--- src/shared/tdmcm_pkg.sv ---
// Constants and types of the connection-memory block.
// Assumes one clock for both ends.
package tdmcm_pkg;
  // Connection memory shape
  localparam int CM_DEPTH = 512;
  localparam int CM_W     = 12;
  // Device word addresses
  localparam logic [11:0] A_CM_LAST = 12'h01FF;
  localparam logic [11:0] A_CTRL    = 12'h0200;
  localparam logic [11:0] A_MODE    = 12'h0201;
  localparam logic [11:0] A_IDLY    = 12'h0210; // 16 input delay registers
  localparam logic [11:0] A_ODLY    = 12'h0220; // 16 output offset registers
  // Field positions
  localparam int CM_SEL     = 0;
  localparam int CM_CH_LO   = 1;
  localparam int CM_ST_LO   = 8;
  localparam int CM_MSG_LO  = 3;
  localparam int CTRL_EN    = 0;
  localparam int CTRL_RATE  = 1;  // 2 bits: 0=32, 1=64, 2=128 channels
  localparam int MODE_START = 0;
  localparam int MODE_PAT   = 1;  // 3 pattern bits
  localparam int IDLY_CD    = 3;  // 7-bit input channel delay
  localparam int ODLY_CD    = 5;  // 7-bit output channel delay
  // Reset values
  localparam logic [15:0] REG_RST = 16'h0000;
  localparam logic [11:0] CM_RST  = 12'h000;
  // Throughput delay bases, in frames
  localparam logic [1:0] T_BASE_PLAIN = 2'h2;
  localparam logic [1:0] T_BASE_IDLY  = 2'h3;
  localparam logic [7:0] CHANS_MIN    = 8'h20;
  // Host byte offsets
  localparam logic [4:0] H_JOB   = 5'h00;
  localparam logic [4:0] H_ACC   = 5'h04;
  localparam logic [4:0] H_WDATA = 5'h08;
  localparam logic [4:0] H_RDATA = 5'h0C;
  localparam logic [4:0] H_STAT  = 5'h10;
  localparam int HACC_READ = 16;
  // Device fill states
  typedef enum logic [1:0] {FS_IDLE = 2'b01, FS_RUN = 2'b10} tdmcm_fstate_t;
  // Per-slot output modes
  typedef enum logic [1:0] {OM_SWITCH, OM_HIZ, OM_MSG, OM_BER} tdmcm_omode_t;
  // Host port phases
  typedef enum logic [2:0] {HP_IDLE = 3'b001, HP_STROBE = 3'b010, HP_RELEASE = 3'b100} tdmcm_hphase_t;
  typedef enum logic [1:0] {J_NONE, J_ACC, J_FILL, J_ABORT} tdmcm_job_t;
  localparam logic [2:0] FILL_POLL = 3'h3;
  localparam logic [2:0] FILL_LAST = 3'h4;
  localparam logic [2:0] ABORT_LAST = 3'h1;
endpackage : tdmcm_pkg

--- src/shared/tdmcm_if.sv ---
// Parallel port between controller and device.
// Assumes one clock; data bus split into two driven halves.
`timescale 1ns/1ns
interface tdmcm_if;
  logic        cs;        // Select
  logic        ds;        // Data strobe
  logic        rw;        // 1 = read
  logic [11:0] addr;
  logic [15:0] d_host;    // Host write data
  logic        d_host_oe;
  logic [15:0] d_dev;     // Device read data
  logic        d_dev_oe;
  logic        dta;       // Access acknowledge
  modport host (output cs, ds, rw, addr, d_host, d_host_oe, input d_dev, d_dev_oe, dta);
  modport dev  (input cs, ds, rw, addr, d_host, d_host_oe, output d_dev, d_dev_oe, dta);
endinterface : tdmcm_if

--- src/design/tdmcm_host.sv ---
// Host end: AXI4-Lite slave that runs single port accesses and fill jobs.
// Assumes the device acknowledges each strobe on the same clock.
//
// The AXI4-Lite slave port and the address map are this design's own decisions.
`timescale 1ns/1ns
module tdmcm_host (
  // Clock and reset
  input  wire logic        clk_in,
  input  wire logic        rst_n_in,
  // Device port
  tdmcm_if.host            port_if,
  // AXI4-Lite write
  input  wire logic [4:0]  awaddr_in,
  input  wire logic        awvalid_in,
  output logic             awready_out,
  input  wire logic [31:0] wdata_in,
  input  wire logic        wvalid_in,
  output logic             wready_out,
  output logic [1:0]       bresp_out,
  output logic             bvalid_out,
  input  wire logic        bready_in,
  // AXI4-Lite read
  input  wire logic [4:0]  araddr_in,
  input  wire logic        arvalid_in,
  output logic             arready_out,
  output logic [31:0]      rdata_out,
  output logic [1:0]       rresp_out,
  output logic             rvalid_out,
  input  wire logic        rready_in
);
  import tdmcm_pkg::*;

  typedef struct packed {
    logic          aw_h, w_h, awr, wr, bv, arr, rv;
    logic [4:0]    awa;
    logic [31:0]   wd, rd;
    logic [1:0]    br, rr;
    tdmcm_job_t    job;
    logic [2:0]    step;
    tdmcm_hphase_t ph;
    logic [2:0]    pat;
    logic [1:0]    rate;
    logic [12:0]   acc;   // Read flag and address
    logic [15:0]   wdat, rdat;
    logic          cs, ds, rw, oe;
    logic [11:0]   addr;
    logic [15:0]   dout;
  } tdmcm_host_t;

  tdmcm_host_t state_reg;
  tdmcm_host_t state_next;

  // Port operation of a job step: {read, address, data}
  function automatic logic [28:0] step_op(input tdmcm_host_t s);
    logic [15:0] m0, c0;
    m0 = {12'h000, s.pat, 1'b0};
    c0 = {13'h0000, s.rate, 1'b0};
    step_op = {1'b0, A_CTRL, c0};
    case (s.job)
      J_FILL:
        case (s.step)
          3'h0:    step_op = {1'b0, A_MODE, m0};
          3'h1:    step_op = {1'b0, A_CTRL, c0 | 16'h0001};
          3'h2:    step_op = {1'b0, A_MODE, m0 | 16'h0001};
          3'h3:    step_op = {1'b1, A_MODE, 16'h0000};
          default: step_op = {1'b0, A_CTRL, c0};
        endcase
      J_ABORT: step_op = (s.step == 3'h0) ? {1'b0, A_CTRL, c0} : {1'b0, A_MODE, m0};
      J_ACC:   step_op = {s.acc[12], s.acc[11:0],
                          (s.acc[11:0] <= A_CM_LAST) ? {4'h0, s.wdat[11:0]} : s.wdat};
      default: step_op = {1'b0, A_CTRL, c0};
    endcase
  endfunction : step_op

  logic [28:0] op;
  logic        last;

  always_comb begin
    state_next = state_reg;
    op   = step_op(state_reg);
    last = (state_reg.job == J_ACC) || (state_reg.job == J_FILL && state_reg.step == FILL_LAST)
           || (state_reg.job == J_ABORT && state_reg.step == ABORT_LAST);

    // Write channel: address and data taken in either order
    if (awvalid_in && state_reg.awr) begin
      state_next.aw_h = 1'b1;
      state_next.awa  = awaddr_in;
    end
    if (wvalid_in && state_reg.wr) begin
      state_next.w_h = 1'b1;
      state_next.wd  = wdata_in;
    end
    if (state_reg.bv && bready_in)
      state_next.bv = 1'b0;
    if (state_reg.aw_h && state_reg.w_h && !state_reg.bv) begin
      state_next.aw_h = 1'b0;
      state_next.w_h  = 1'b0;
      state_next.bv   = 1'b1;
      state_next.br   = 2'b00;
      case ({state_reg.awa[4:2], 2'b00})
        H_JOB: if (state_reg.job == J_NONE) begin
          state_next.pat  = state_reg.wd[4:2];
          state_next.rate = state_reg.wd[6:5];
          state_next.step = 3'h0;
          if (state_reg.wd[1])
            state_next.job = J_ABORT;
          else if (state_reg.wd[0])
            state_next.job = J_FILL;
        end
        H_ACC: if (state_reg.job == J_NONE) begin
          state_next.acc  = {state_reg.wd[HACC_READ], state_reg.wd[11:0]};
          state_next.step = 3'h0;
          state_next.job  = J_ACC;
        end
        H_WDATA: state_next.wdat = state_reg.wd[15:0];
        H_RDATA, H_STAT: ;
        default: state_next.br = 2'b10;
      endcase
    end
    state_next.awr = !state_next.aw_h;
    state_next.wr  = !state_next.w_h;

    // Read channel
    if (state_reg.rv && rready_in)
      state_next.rv = 1'b0;
    if (arvalid_in && state_reg.arr) begin
      state_next.rv = 1'b1;
      state_next.rr = 2'b00;
      case ({araddr_in[4:2], 2'b00})
        H_JOB:   state_next.rd = {25'h0000_000, state_reg.rate, state_reg.pat, 2'b00};
        H_ACC:   state_next.rd = {15'h0000, state_reg.acc[12], 4'h0, state_reg.acc[11:0]};
        H_WDATA: state_next.rd = {16'h0000, state_reg.wdat};
        H_RDATA: state_next.rd = {16'h0000, state_reg.rdat};
        H_STAT:  state_next.rd = {30'h0000_0000, state_reg.job};
        default: begin
          state_next.rd = 32'h0000_0000;
          state_next.rr = 2'b10;
        end
      endcase
    end
    state_next.arr = !state_next.rv;

    // Port sequencer: strobe, wait acknowledge, release, wait release
    case (state_reg.ph)
      HP_IDLE: if (state_reg.job != J_NONE) begin
        state_next.cs   = 1'b1;
        state_next.ds   = 1'b1;
        state_next.rw   = op[28];
        state_next.addr = op[27:16];
        state_next.dout = op[15:0];
        state_next.oe   = !op[28];
        state_next.ph   = HP_STROBE;
      end
      HP_STROBE: if (port_if.dta) begin
        if (state_reg.rw)
          state_next.rdat = port_if.d_dev;
        state_next.cs = 1'b0;
        state_next.ds = 1'b0;
        state_next.oe = 1'b0;
        state_next.ph = HP_RELEASE;
      end
      HP_RELEASE: if (!port_if.dta) begin
        state_next.ph = HP_IDLE;
        // Poll until start self-clears
        if (state_reg.job == J_FILL && state_reg.step == FILL_POLL && state_reg.rdat[MODE_START])
          state_next.step = FILL_POLL;
        else if (last)
          state_next.job = J_NONE;
        else
          state_next.step = state_reg.step + 3'h1;
      end
      default: state_next.ph = HP_IDLE;
    endcase
  end

  // State register
  always_ff @(posedge clk_in or negedge rst_n_in) begin
    if (!rst_n_in) begin
      state_reg     <= '0;
      state_reg.awr <= 1'b1;
      state_reg.wr  <= 1'b1;
      state_reg.arr <= 1'b1;
      state_reg.job <= J_NONE;
      state_reg.ph  <= HP_IDLE;
    end else begin
      state_reg <= state_next;
    end
  end

  // Outputs straight from state
  assign awready_out       = state_reg.awr;
  assign wready_out        = state_reg.wr;
  assign bvalid_out        = state_reg.bv;
  assign bresp_out         = state_reg.br;
  assign arready_out       = state_reg.arr;
  assign rvalid_out        = state_reg.rv;
  assign rdata_out         = state_reg.rd;
  assign rresp_out         = state_reg.rr;
  assign port_if.cs        = state_reg.cs;
  assign port_if.ds        = state_reg.ds;
  assign port_if.rw        = state_reg.rw;
  assign port_if.addr      = state_reg.addr;
  assign port_if.d_host    = state_reg.dout;
  assign port_if.d_host_oe = state_reg.oe;
endmodule : tdmcm_host

--- src/flat_wrapper.sv ---
// flat-port wrapper written by rule: the top's interface ports become plain ports
module tdmcm_host_flat import tdmcm_pkg::*;
  (clk_in, rst_n_in, awaddr_in, awvalid_in, awready_out, wdata_in, wvalid_in, wready_out, bresp_out, bvalid_out, bready_in, araddr_in, arvalid_in, arready_out, rdata_out, rresp_out, rvalid_out, rready_in, port_if_cs, port_if_ds, port_if_rw, port_if_addr, port_if_d_host, port_if_d_host_oe, port_if_d_dev, port_if_d_dev_oe, port_if_dta);
  tdmcm_if port_if_i ();
  input  wire logic clk_in;
  input  wire logic rst_n_in;
  input  wire logic [4:0] awaddr_in;
  input  wire logic awvalid_in;
  output logic awready_out;
  input  wire logic [31:0] wdata_in;
  input  wire logic wvalid_in;
  output logic wready_out;
  output logic [1:0] bresp_out;
  output logic bvalid_out;
  input  wire logic bready_in;
  input  wire logic [4:0] araddr_in;
  input  wire logic arvalid_in;
  output logic arready_out;
  output logic [31:0] rdata_out;
  output logic [1:0] rresp_out;
  output logic rvalid_out;
  input  wire logic rready_in;
  output wire logic [$bits(port_if_i.cs)-1:0] port_if_cs;
  output wire logic [$bits(port_if_i.ds)-1:0] port_if_ds;
  output wire logic [$bits(port_if_i.rw)-1:0] port_if_rw;
  output wire logic [$bits(port_if_i.addr)-1:0] port_if_addr;
  output wire logic [$bits(port_if_i.d_host)-1:0] port_if_d_host;
  output wire logic [$bits(port_if_i.d_host_oe)-1:0] port_if_d_host_oe;
  input wire logic [$bits(port_if_i.d_dev)-1:0] port_if_d_dev;
  input wire logic [$bits(port_if_i.d_dev_oe)-1:0] port_if_d_dev_oe;
  input wire logic [$bits(port_if_i.dta)-1:0] port_if_dta;
  assign port_if_cs = port_if_i.cs;
  assign port_if_ds = port_if_i.ds;
  assign port_if_rw = port_if_i.rw;
  assign port_if_addr = port_if_i.addr;
  assign port_if_d_host = port_if_i.d_host;
  assign port_if_d_host_oe = port_if_i.d_host_oe;
  assign port_if_i.d_dev = port_if_d_dev;
  assign port_if_i.d_dev_oe = port_if_d_dev_oe;
  assign port_if_i.dta = port_if_dta;
  tdmcm_host u_core (.clk_in(clk_in), .rst_n_in(rst_n_in), .port_if(port_if_i), .awaddr_in(awaddr_in), .awvalid_in(awvalid_in), .awready_out(awready_out), .wdata_in(wdata_in), .wvalid_in(wvalid_in), .wready_out(wready_out), .bresp_out(bresp_out), .bvalid_out(bvalid_out), .bready_in(bready_in), .araddr_in(araddr_in), .arvalid_in(arvalid_in), .arready_out(arready_out), .rdata_out(rdata_out), .rresp_out(rresp_out), .rvalid_out(rvalid_out), .rready_in(rready_in));
endmodule
--- config.mk ---
export PLATFORM = sky130hd
export DESIGN_NAME = tdmcm_host_flat
export DESIGN_NICKNAME = d
export VERILOG_FILES = /design/src/shared/tdmcm_pkg.sv /design/src/shared/tdmcm_if.sv /design/src/design/tdmcm_host.sv /design/src/flat_wrapper.sv
export SDC_FILE = /design/constraint.sdc
export NUM_CORES = 1
export LEC_CHECK = 0
export BUFFER_PORTS_ARGS = -buffer_cell sky130_fd_sc_hd__buf_4
export CORE_MARGIN = 4
export CORE_UTILIZATION = 40
export CTS_CLUSTER_SIZE = 16
export DETAILED_ROUTE_END_ITERATION = 8
export GPL_TIMING_DRIVEN = 1
export HOLD_SLACK_MARGIN = 0.1
export PLACE_DENSITY_LB_ADDON = 0.12
export RECOVER_POWER = 100
export SLEW_MARGIN = 30
export SYNTH_ARGS = -nofsm -noshare
export SYNTH_HDL_FRONTEND = slang
export SYNTH_SLANG_ARGS = --single-unit
--- constraint.sdc ---
create_clock -name clk_in -period 1.9 [get_ports clk_in]
set_input_delay 0.38 -clock clk_in [delete_from_list [all_inputs] [get_ports clk_in]]
set_output_delay 0.38 -clock clk_in [all_outputs]
set_load 0.02 [all_outputs]
==> results of run 1 <==
[final cells by class]
cell class | instances | area, µm² | share of cell area
clock buffers | 24 | 482 | 0.0656
inverters | 12 | 45.0 | 0.00614
well taps | 211 | 264 | 0.0360
flip-flops and latches | 135 | 3380 | 0.461
repair buffers | 131 | 751 | 0.102
clock inverters | 8 | 121 | 0.0165
multi-input cells | 284 | 2290 | 0.313
[power by group through the flow]
stage / Sequential, mW / Combinational, mW / Clock [mW]
6_report: 4.21 / 2.62 / 3.33
5_1_grt: 4.32 / 2.89 / 3.54
4_1_cts: 4.23 / 2.90 / 3.42
3_5_place_dp: 4.28 / 2.88 / 0
3_3_place_gp: 4.25 / 2.85 / 0
2_1_floorplan: 4.08 / 2.12 / 0
[routing by layer]
layer  vias up  global-route usage
li1       1859                   -
met1      1992               0.230
met2       102               0.271
met3        13              0.0431
met4         0              0.0583
met5         -                   0
[worst min path at each step]
stage / startpoint / end / slack (ns) / cells past startpoint
6_report: bready_in / u_core.bvalid_out / 0.15 / 2
5_1_grt: bready_in / u_core.bvalid_out / 0.14 / 2
4_1_cts: bready_in / u_core.bvalid_out / 0.13 / 2
3_5_place_dp: rst_n_in / u_core.state_reg[67] / 0.37 / 1
3_3_place_gp: rst_n_in / u_core.state_reg[129] / 0.37 / 1
2_1_floorplan: rst_n_in / u_core.bresp_out[1] / 0.08 / 0
[worst max-delay path, cell delays in order (launching register included)]
cell and delay (ns):
dfstp_2 0.59, or3b_1 0.49, nor2_1 0.29, buf_4 0.23
a22o_1 0.14
[cell families (layout without fill, tap and decap cells)]
| logic type | count (synthesis) | count (layout) | synth area share |
|---|---|---|---|
| adder cells (fa/ha/maj) | 5 | 5 | 0.00996 |
| AND/OR/NAND/NOR | 86 | 86 | 0.0803 |
| AO/OA/AOI/OAI | 88 | 88 | 0.101 |
| other | 1 | 17 | 0.000597 |
| flip-flops | 135 | 135 | 0.539 |
| buffers and inverters | 98 | 175 | 0.104 |
| XOR/XNOR | 1 | 1 | 0.00139 |
| multiplexers | 87 | 87 | 0.164 |
[cells in the mapped netlist, types with 2 or more instances]
cell type  count  area (µm²)
nand2_1       25        93.8
and3b_1        2        17.5
nor2_2         2        12.5
ha_1           5        62.6
mux2i_1        5        50.1
o21ai_1        2        10.0
inv_1         12        45.0
o211ai_1       3        22.5
or3b_1         2        17.5
mux2_2        52         586
nor2b_1        2        12.5
nand3_1        7        35.0
nand2b_1       3        18.8
a21oi_1       10        50.1
buf_6          4        45.0
o21a_1         3        22.5
mux4_2         5         113
o21ai_0       22         110
buf_4         65         488
nand3b_1       3        22.5
dfrtp_1      131        3280
nor3_1         5        25.0
a31oi_1        2        12.5
and2_1         4        25.0
clkbuf_1       6        22.5
nand3_2        2        20.0
mux2_1        25         282
a221oi_1       3        26.3
dfstp_2        4         105
a22oi_1        7        52.6
nor2_1        18        67.6
a22o_1        27         236
buf_2         11        55.1
[what timing repair did]
action | in CTS | in global routing
hold buffers | 1 | 0
resized for setup | 0 | 3
setup buffers | 0 | 1
endpoints found under the hold margin | 40 | 0
setup endpoints to repair | 0 | 2
==> impl_metrics.yaml, run 1 <==
run_status:
  status: "completed"
synth:
  yosys_warnings: 0
  ys.flop_type: "dfrtp_1"
  synth_area_mm2: 0.00628
  async_flop_share: 1.00
  synth-edff-count: 0
  syn_area_per_cell_um2: 12.5
  synthCells: 501
  ys_seq_area_frac: 0.539
  synth-seq-cells: 135
  yosysUniqueCellTypes: 55
global_routing:
  grt_max_degree: 51
  grt_pass1_wl_um: 23500
  grt.total_usage: 0.171
  antenna_found_initial: 0
  grt_pass1_vias: 4252
  grt.overflow.total: 0
floorplan:
  die-width_um: 133
  io_pins: 140
  die-area_mm2: 0.0178
  core_mm2: 0.0153
  core.rowCount: 45
  dieHeight_um: 133
  start_util: 0.410
placed_design:
  dp_slack_ns: 0.0594
  dpl.hpwl_um: 10400
  place_area_mm2: 0.00703
  dp.cells: 771
  port_buffers: 102
  gp_congestion: 0.778
power:
  switching_power_mw: 3.31
  p_per_area_mw_per_mm2: 1390
  p_leak_nw: 3.42
  ir_drop_mv: 0.681
  p_comb_frac: 0.258
  clkPwrFrac: 0.328
  switching_share: 0.326
  internal-power_mw: 6.86
  seq_power_share: 0.414
  p_total_mw: 10.2
clock_tree:
  cts.clk_slew.worst_paths_ns: 0.06
  clock_latency_ns: 0.41
  cts_buffers: 17
  cts_tree: "built"
  cts_buffer_depth: 2
  htreeDepth: 4
  cts-root-buf: "clkbuf_16"
  cts_sinks: 135
timing:
  slew_viol_final: 0
  fmax_mhz: 556
  setup-violations-final: 0
  hold_violations: 0
  layout_min_cycle_time_ns: 1.80
  worst_pin_slew_ns: 1.16
  setup_tns_ns: 0
  finalWorstSetupSlack_ns: 0.100
  whs_ns: 0.154
  fin_crit_sh: 0.947
  rsz0062_at_grt: "no"
  clock_skew_ns: 0.00771
  slew_headroom: 0.227
final_layout:
  most-common-layout-cells: "dfrtp_1 (131), clkbuf_1 (66), buf_4 (56)"
  antenna_cells: 0
  syn_to_final_growth_pct: 16.9
  largest_reg_flops: 80
  num-fill-cells: 1463
  final_nets: 653
  drive_gt1_frac: 0.288
  fin_cells: 805
  final_util: 0.479
  finish.instance_area_mm2: 0.00734
  final_common_cell: "dfrtp_1"
critical_path:
  cp-end-kind: "flop"
  critPathLaunchType: "flop"
  startpoint: "u_core.state_reg[82]"
  rr_endpoint: "u_core.port_if.addr[4]"
  worstSetupEndpoint: "u_core.port_if.addr[4]"
  worstPathArrival_ns: 2.15
  timing.rr.start: "u_core.state_reg[82]"
  r2r_setup_slack_ns: 0.10
  required_ns: 2.25
  r2r_cells: 4
  worst-setup-path-type: "reg2reg"
  path_max_fanout: 7
route:
  dr_wl_met3_um: 676
  wl_met1_um: 6690
  route.met2.wl_um: 7010
  vias: 3966
  wl_per_cell_um: 18.1
  viasPerCell: 4.93
  wl_um: 14500
  drtPass1Iterations: 4
  highest_layer: "met4"
  drc: 0
  drtIter0Drc: 179
  detail-route-antenna-nets: 0
hold_path:
  hold_path.class: "in2reg"
flow_run:
  maxCapViolCount: 0
Note: power is estimated with default switching activity, not from simulation.
==> inputs of run 2 (changes only) <==
--- a/config.mk
+++ b/config.mk
@@ -6,4 +6,5 @@
 export NUM_CORES = 1
 export LEC_CHECK = 0
+export ABC_AREA = 1
 export BUFFER_PORTS_ARGS = -buffer_cell sky130_fd_sc_hd__buf_4
 export CORE_MARGIN = 4
==> constraint.sdc (replaced) <==
create_clock -name clk_in -period 1.9 [get_ports clk_in]
set_input_delay 0.38 -clock clk_in [delete_from_list [all_inputs] [get_ports clk_in]]
set_output_delay 0.38 -clock clk_in [all_outputs]
set_load 0.05 [all_outputs]
==> run 2 against run 1 <==
Effect of this change:
- sequential share of layout area up 1.1 points
- sequential power up 11%
- worst hold slack worse by 0.0078 ns
- non-clock buffer count down 16
- via count up 19%
- cell count up 24%
- critical path depth down 3
- synthesized cell count up 43%
- critical endpoint is now port_if_d_host[1]
==> impl_metrics.yaml, run 2 <==
floorplan:
  core.rowCount: 45
  start_util: 0.413
  core_mm2: 0.0154
  die-width_um: 134
  io_pins: 140
  die-area_mm2: 0.0179
  dieHeight_um: 134
critical_path:
  required_ns: 1.52
  r2r_cells: 7
  critPathLaunchType: "flop"
  timing.rr.start: "u_core.state_reg[162]"
  cp_slowest_cell: "clkbuf_1"
  cp.depth: 1
  cp-end-kind: "output pin"
  path_cells: "clkbuf_1"
  worstPathArrival_ns: 1.30
  startpoint: "u_core.port_if.d_host[1]"
  crit_family: "buffers and inverters"
  max_stage_delay_ns: 0.51
  path_buf_inv: 1
  path_max_fanout: 2
  worst-setup-path-type: "reg2out"
final_layout:
  finish.instance_area_mm2: 0.00717
  final_nets: 850
  final_util: 0.467
  fin_cells: 1002
  drive_gt1_frac: 0.140
  antenna_cells: 0
  syn_to_final_growth_pct: 13.0
  final_common_cell: "nand2_1"
  most-common-layout-cells: "nand2_1 (214), dfrtp_1 (131), o21ai_0 (94)"
  largest_reg_flops: 80
route:
  drc: 0
  viasPerCell: 4.70
  vias: 4709
  wl_um: 15200
  wl_per_cell_um: 15.1
  detail-route-antenna-nets: 0
  drtIter0Drc: 367
  drtPass1Iterations: 5
synth:
  ys.flop_type: "dfrtp_1"
  synth-seq-cells: 135
  synth_most_common_cell: "nand2_1"
  synth.top_cell.area_share: 0.517
  ys_seq_area_frac: 0.533
  yosysUniqueCellTypes: 41
  ys_top_cells_by_count: "nand2_1 (212), dfrtp_1 (131), inv_1 (79)"
  yosys_warnings: 0
  syn_area_per_cell_um2: 8.89
  synth_area_mm2: 0.00634
  async_flop_share: 1.00
  synthCells: 714
  synth-edff-count: 0
  ys_top_cells_by_area: "dfrtp_1 (52%), nand2_1 (13%), buf_4 (7.7%), o21ai_0 (5.5%), inv_1 (4.7%)"
  synth_top_cell_by_area: "dfrtp_1"
timing:
  finalWorstSetupSlack_ns: 0.217
  worst_pin_slew_ns: 1.11
  layout_min_cycle_time_ns: 1.68
  setup-violations-final: 0
  setup_tns_ns: 0
  hold_violations: 0
  fmax_mhz: 594
  slew_viol_final: 0
  rsz0062_at_grt: "no"
  slew_headroom: 0.258
  fin_crit_sh: 0.886
  clock_skew_ns: 0.00679
  whs_ns: 0.146
global_routing:
  grt.total_usage: 0.176
  grt_pass1_wl_um: 24500
  antenna_found_initial: 0
  grt_max_degree: 43
  grt.overflow.total: 0
  grt_pass1_vias: 4618
clock_tree:
  htreeDepth: 4
  cts_buffer_depth: 2
  cts_sinks: 135
  cts-root-buf: "clkbuf_16"
  cts.clk_slew.worst_paths_ns: 0.06
  cts_tree: "built"
  post-cts-setup-buffers: 0
  clock_latency_ns: 0.42
  cts_buffers: 17
flow_run:
  maxCapViolCount: 0
power:
  p_total_mw: 12.1
  p_per_area_mw_per_mm2: 1690
  ir_drop_mv: 0.756
  p_leak_nw: 3.62
hold_path:
  holdPathStages: 2
  hold_path.class: "in2reg"
  min_from: "bready_in"
placed_design:
  dp_slack_ns: 0.303
  gp_congestion: 0.862
  dp.cells: 969
  dpl.hpwl_um: 11200
  place_area_mm2: 0.00695
  port_buffers: 102
run_status:
  status: "completed"
## run 2: cell count changes in the layout (fill, tap and decap cells not counted), moves of 7 or more
cell,change
o21ai_0,+72
a22o_2,+7
inv_1,+69
nand3_1,+13
a22o_1,-27
clkbuf_1,-9
nand2_1,+189
mux2_1,-25
mux2_2,-52
## run 2: where the power goes
group / internal (mW) / switching [mW] / total [mW]
Clock: 1.68 / 1.24 / 2.92
Sequential: 3.95 / 0.740 / 4.69
Combinational: 1.08 / 3.44 / 4.51
Total: 6.71 / 5.42 / 12.1
## run 2: routing by layer
layer	track usage	vias up	wire, µm	share of wire
li1	-	2317	-	-
met1	0.259	2223	7460	0.49
met2	0.252	148	6490	0.43
met3	0.0439	21	984	0.065
met4	0.0611	0	243	0.016
met5	0	-	0	0
## run 2: final timing paths
kind / slack (ns) / end
worst max register to register: 0.26 / u_core.state_reg[77]
worst min-delay path: 0.15 / u_core.bvalid_out
worst max-delay path: 0.22 / port_if_d_host[1]
max in group asynchronous: 0.36 / u_core.state_reg[137]
min in group asynchronous: 0.71 / u_core.bvalid_out
worst min register to register: 0.43 / u_core.arready_out
## run 2: layout make-up
class                           count  area (µm²)
Fill cell                        1569        8200
Multi-Input combinational cell    424        2010
Inverter                           85         322
Clock inverter                     13        82.6
Sequential cell                   135        3380
Clock buffer                       19         443
Tap cell                          211         264
Timing Repair Buffer              115         671
## run 2: kinds of logic (layout without fill, tap and decap cells)
family	after synthesis	after routing	synth area share
compound gates	131	131	0.127
fa+ha+maj	5	5	0.00986
buf+inv	171	232	0.146
flops	135	135	0.533
other cells	1	17	0.000591
simple gates	271	271	0.183
## run 2: what timing repair did
action | CTS | global route
endpoints found under the hold margin | 36 | 0
gates resized for setup | 0 | 0
hold buffers | 1 | 0
setup endpoints to repair | 0 | 0
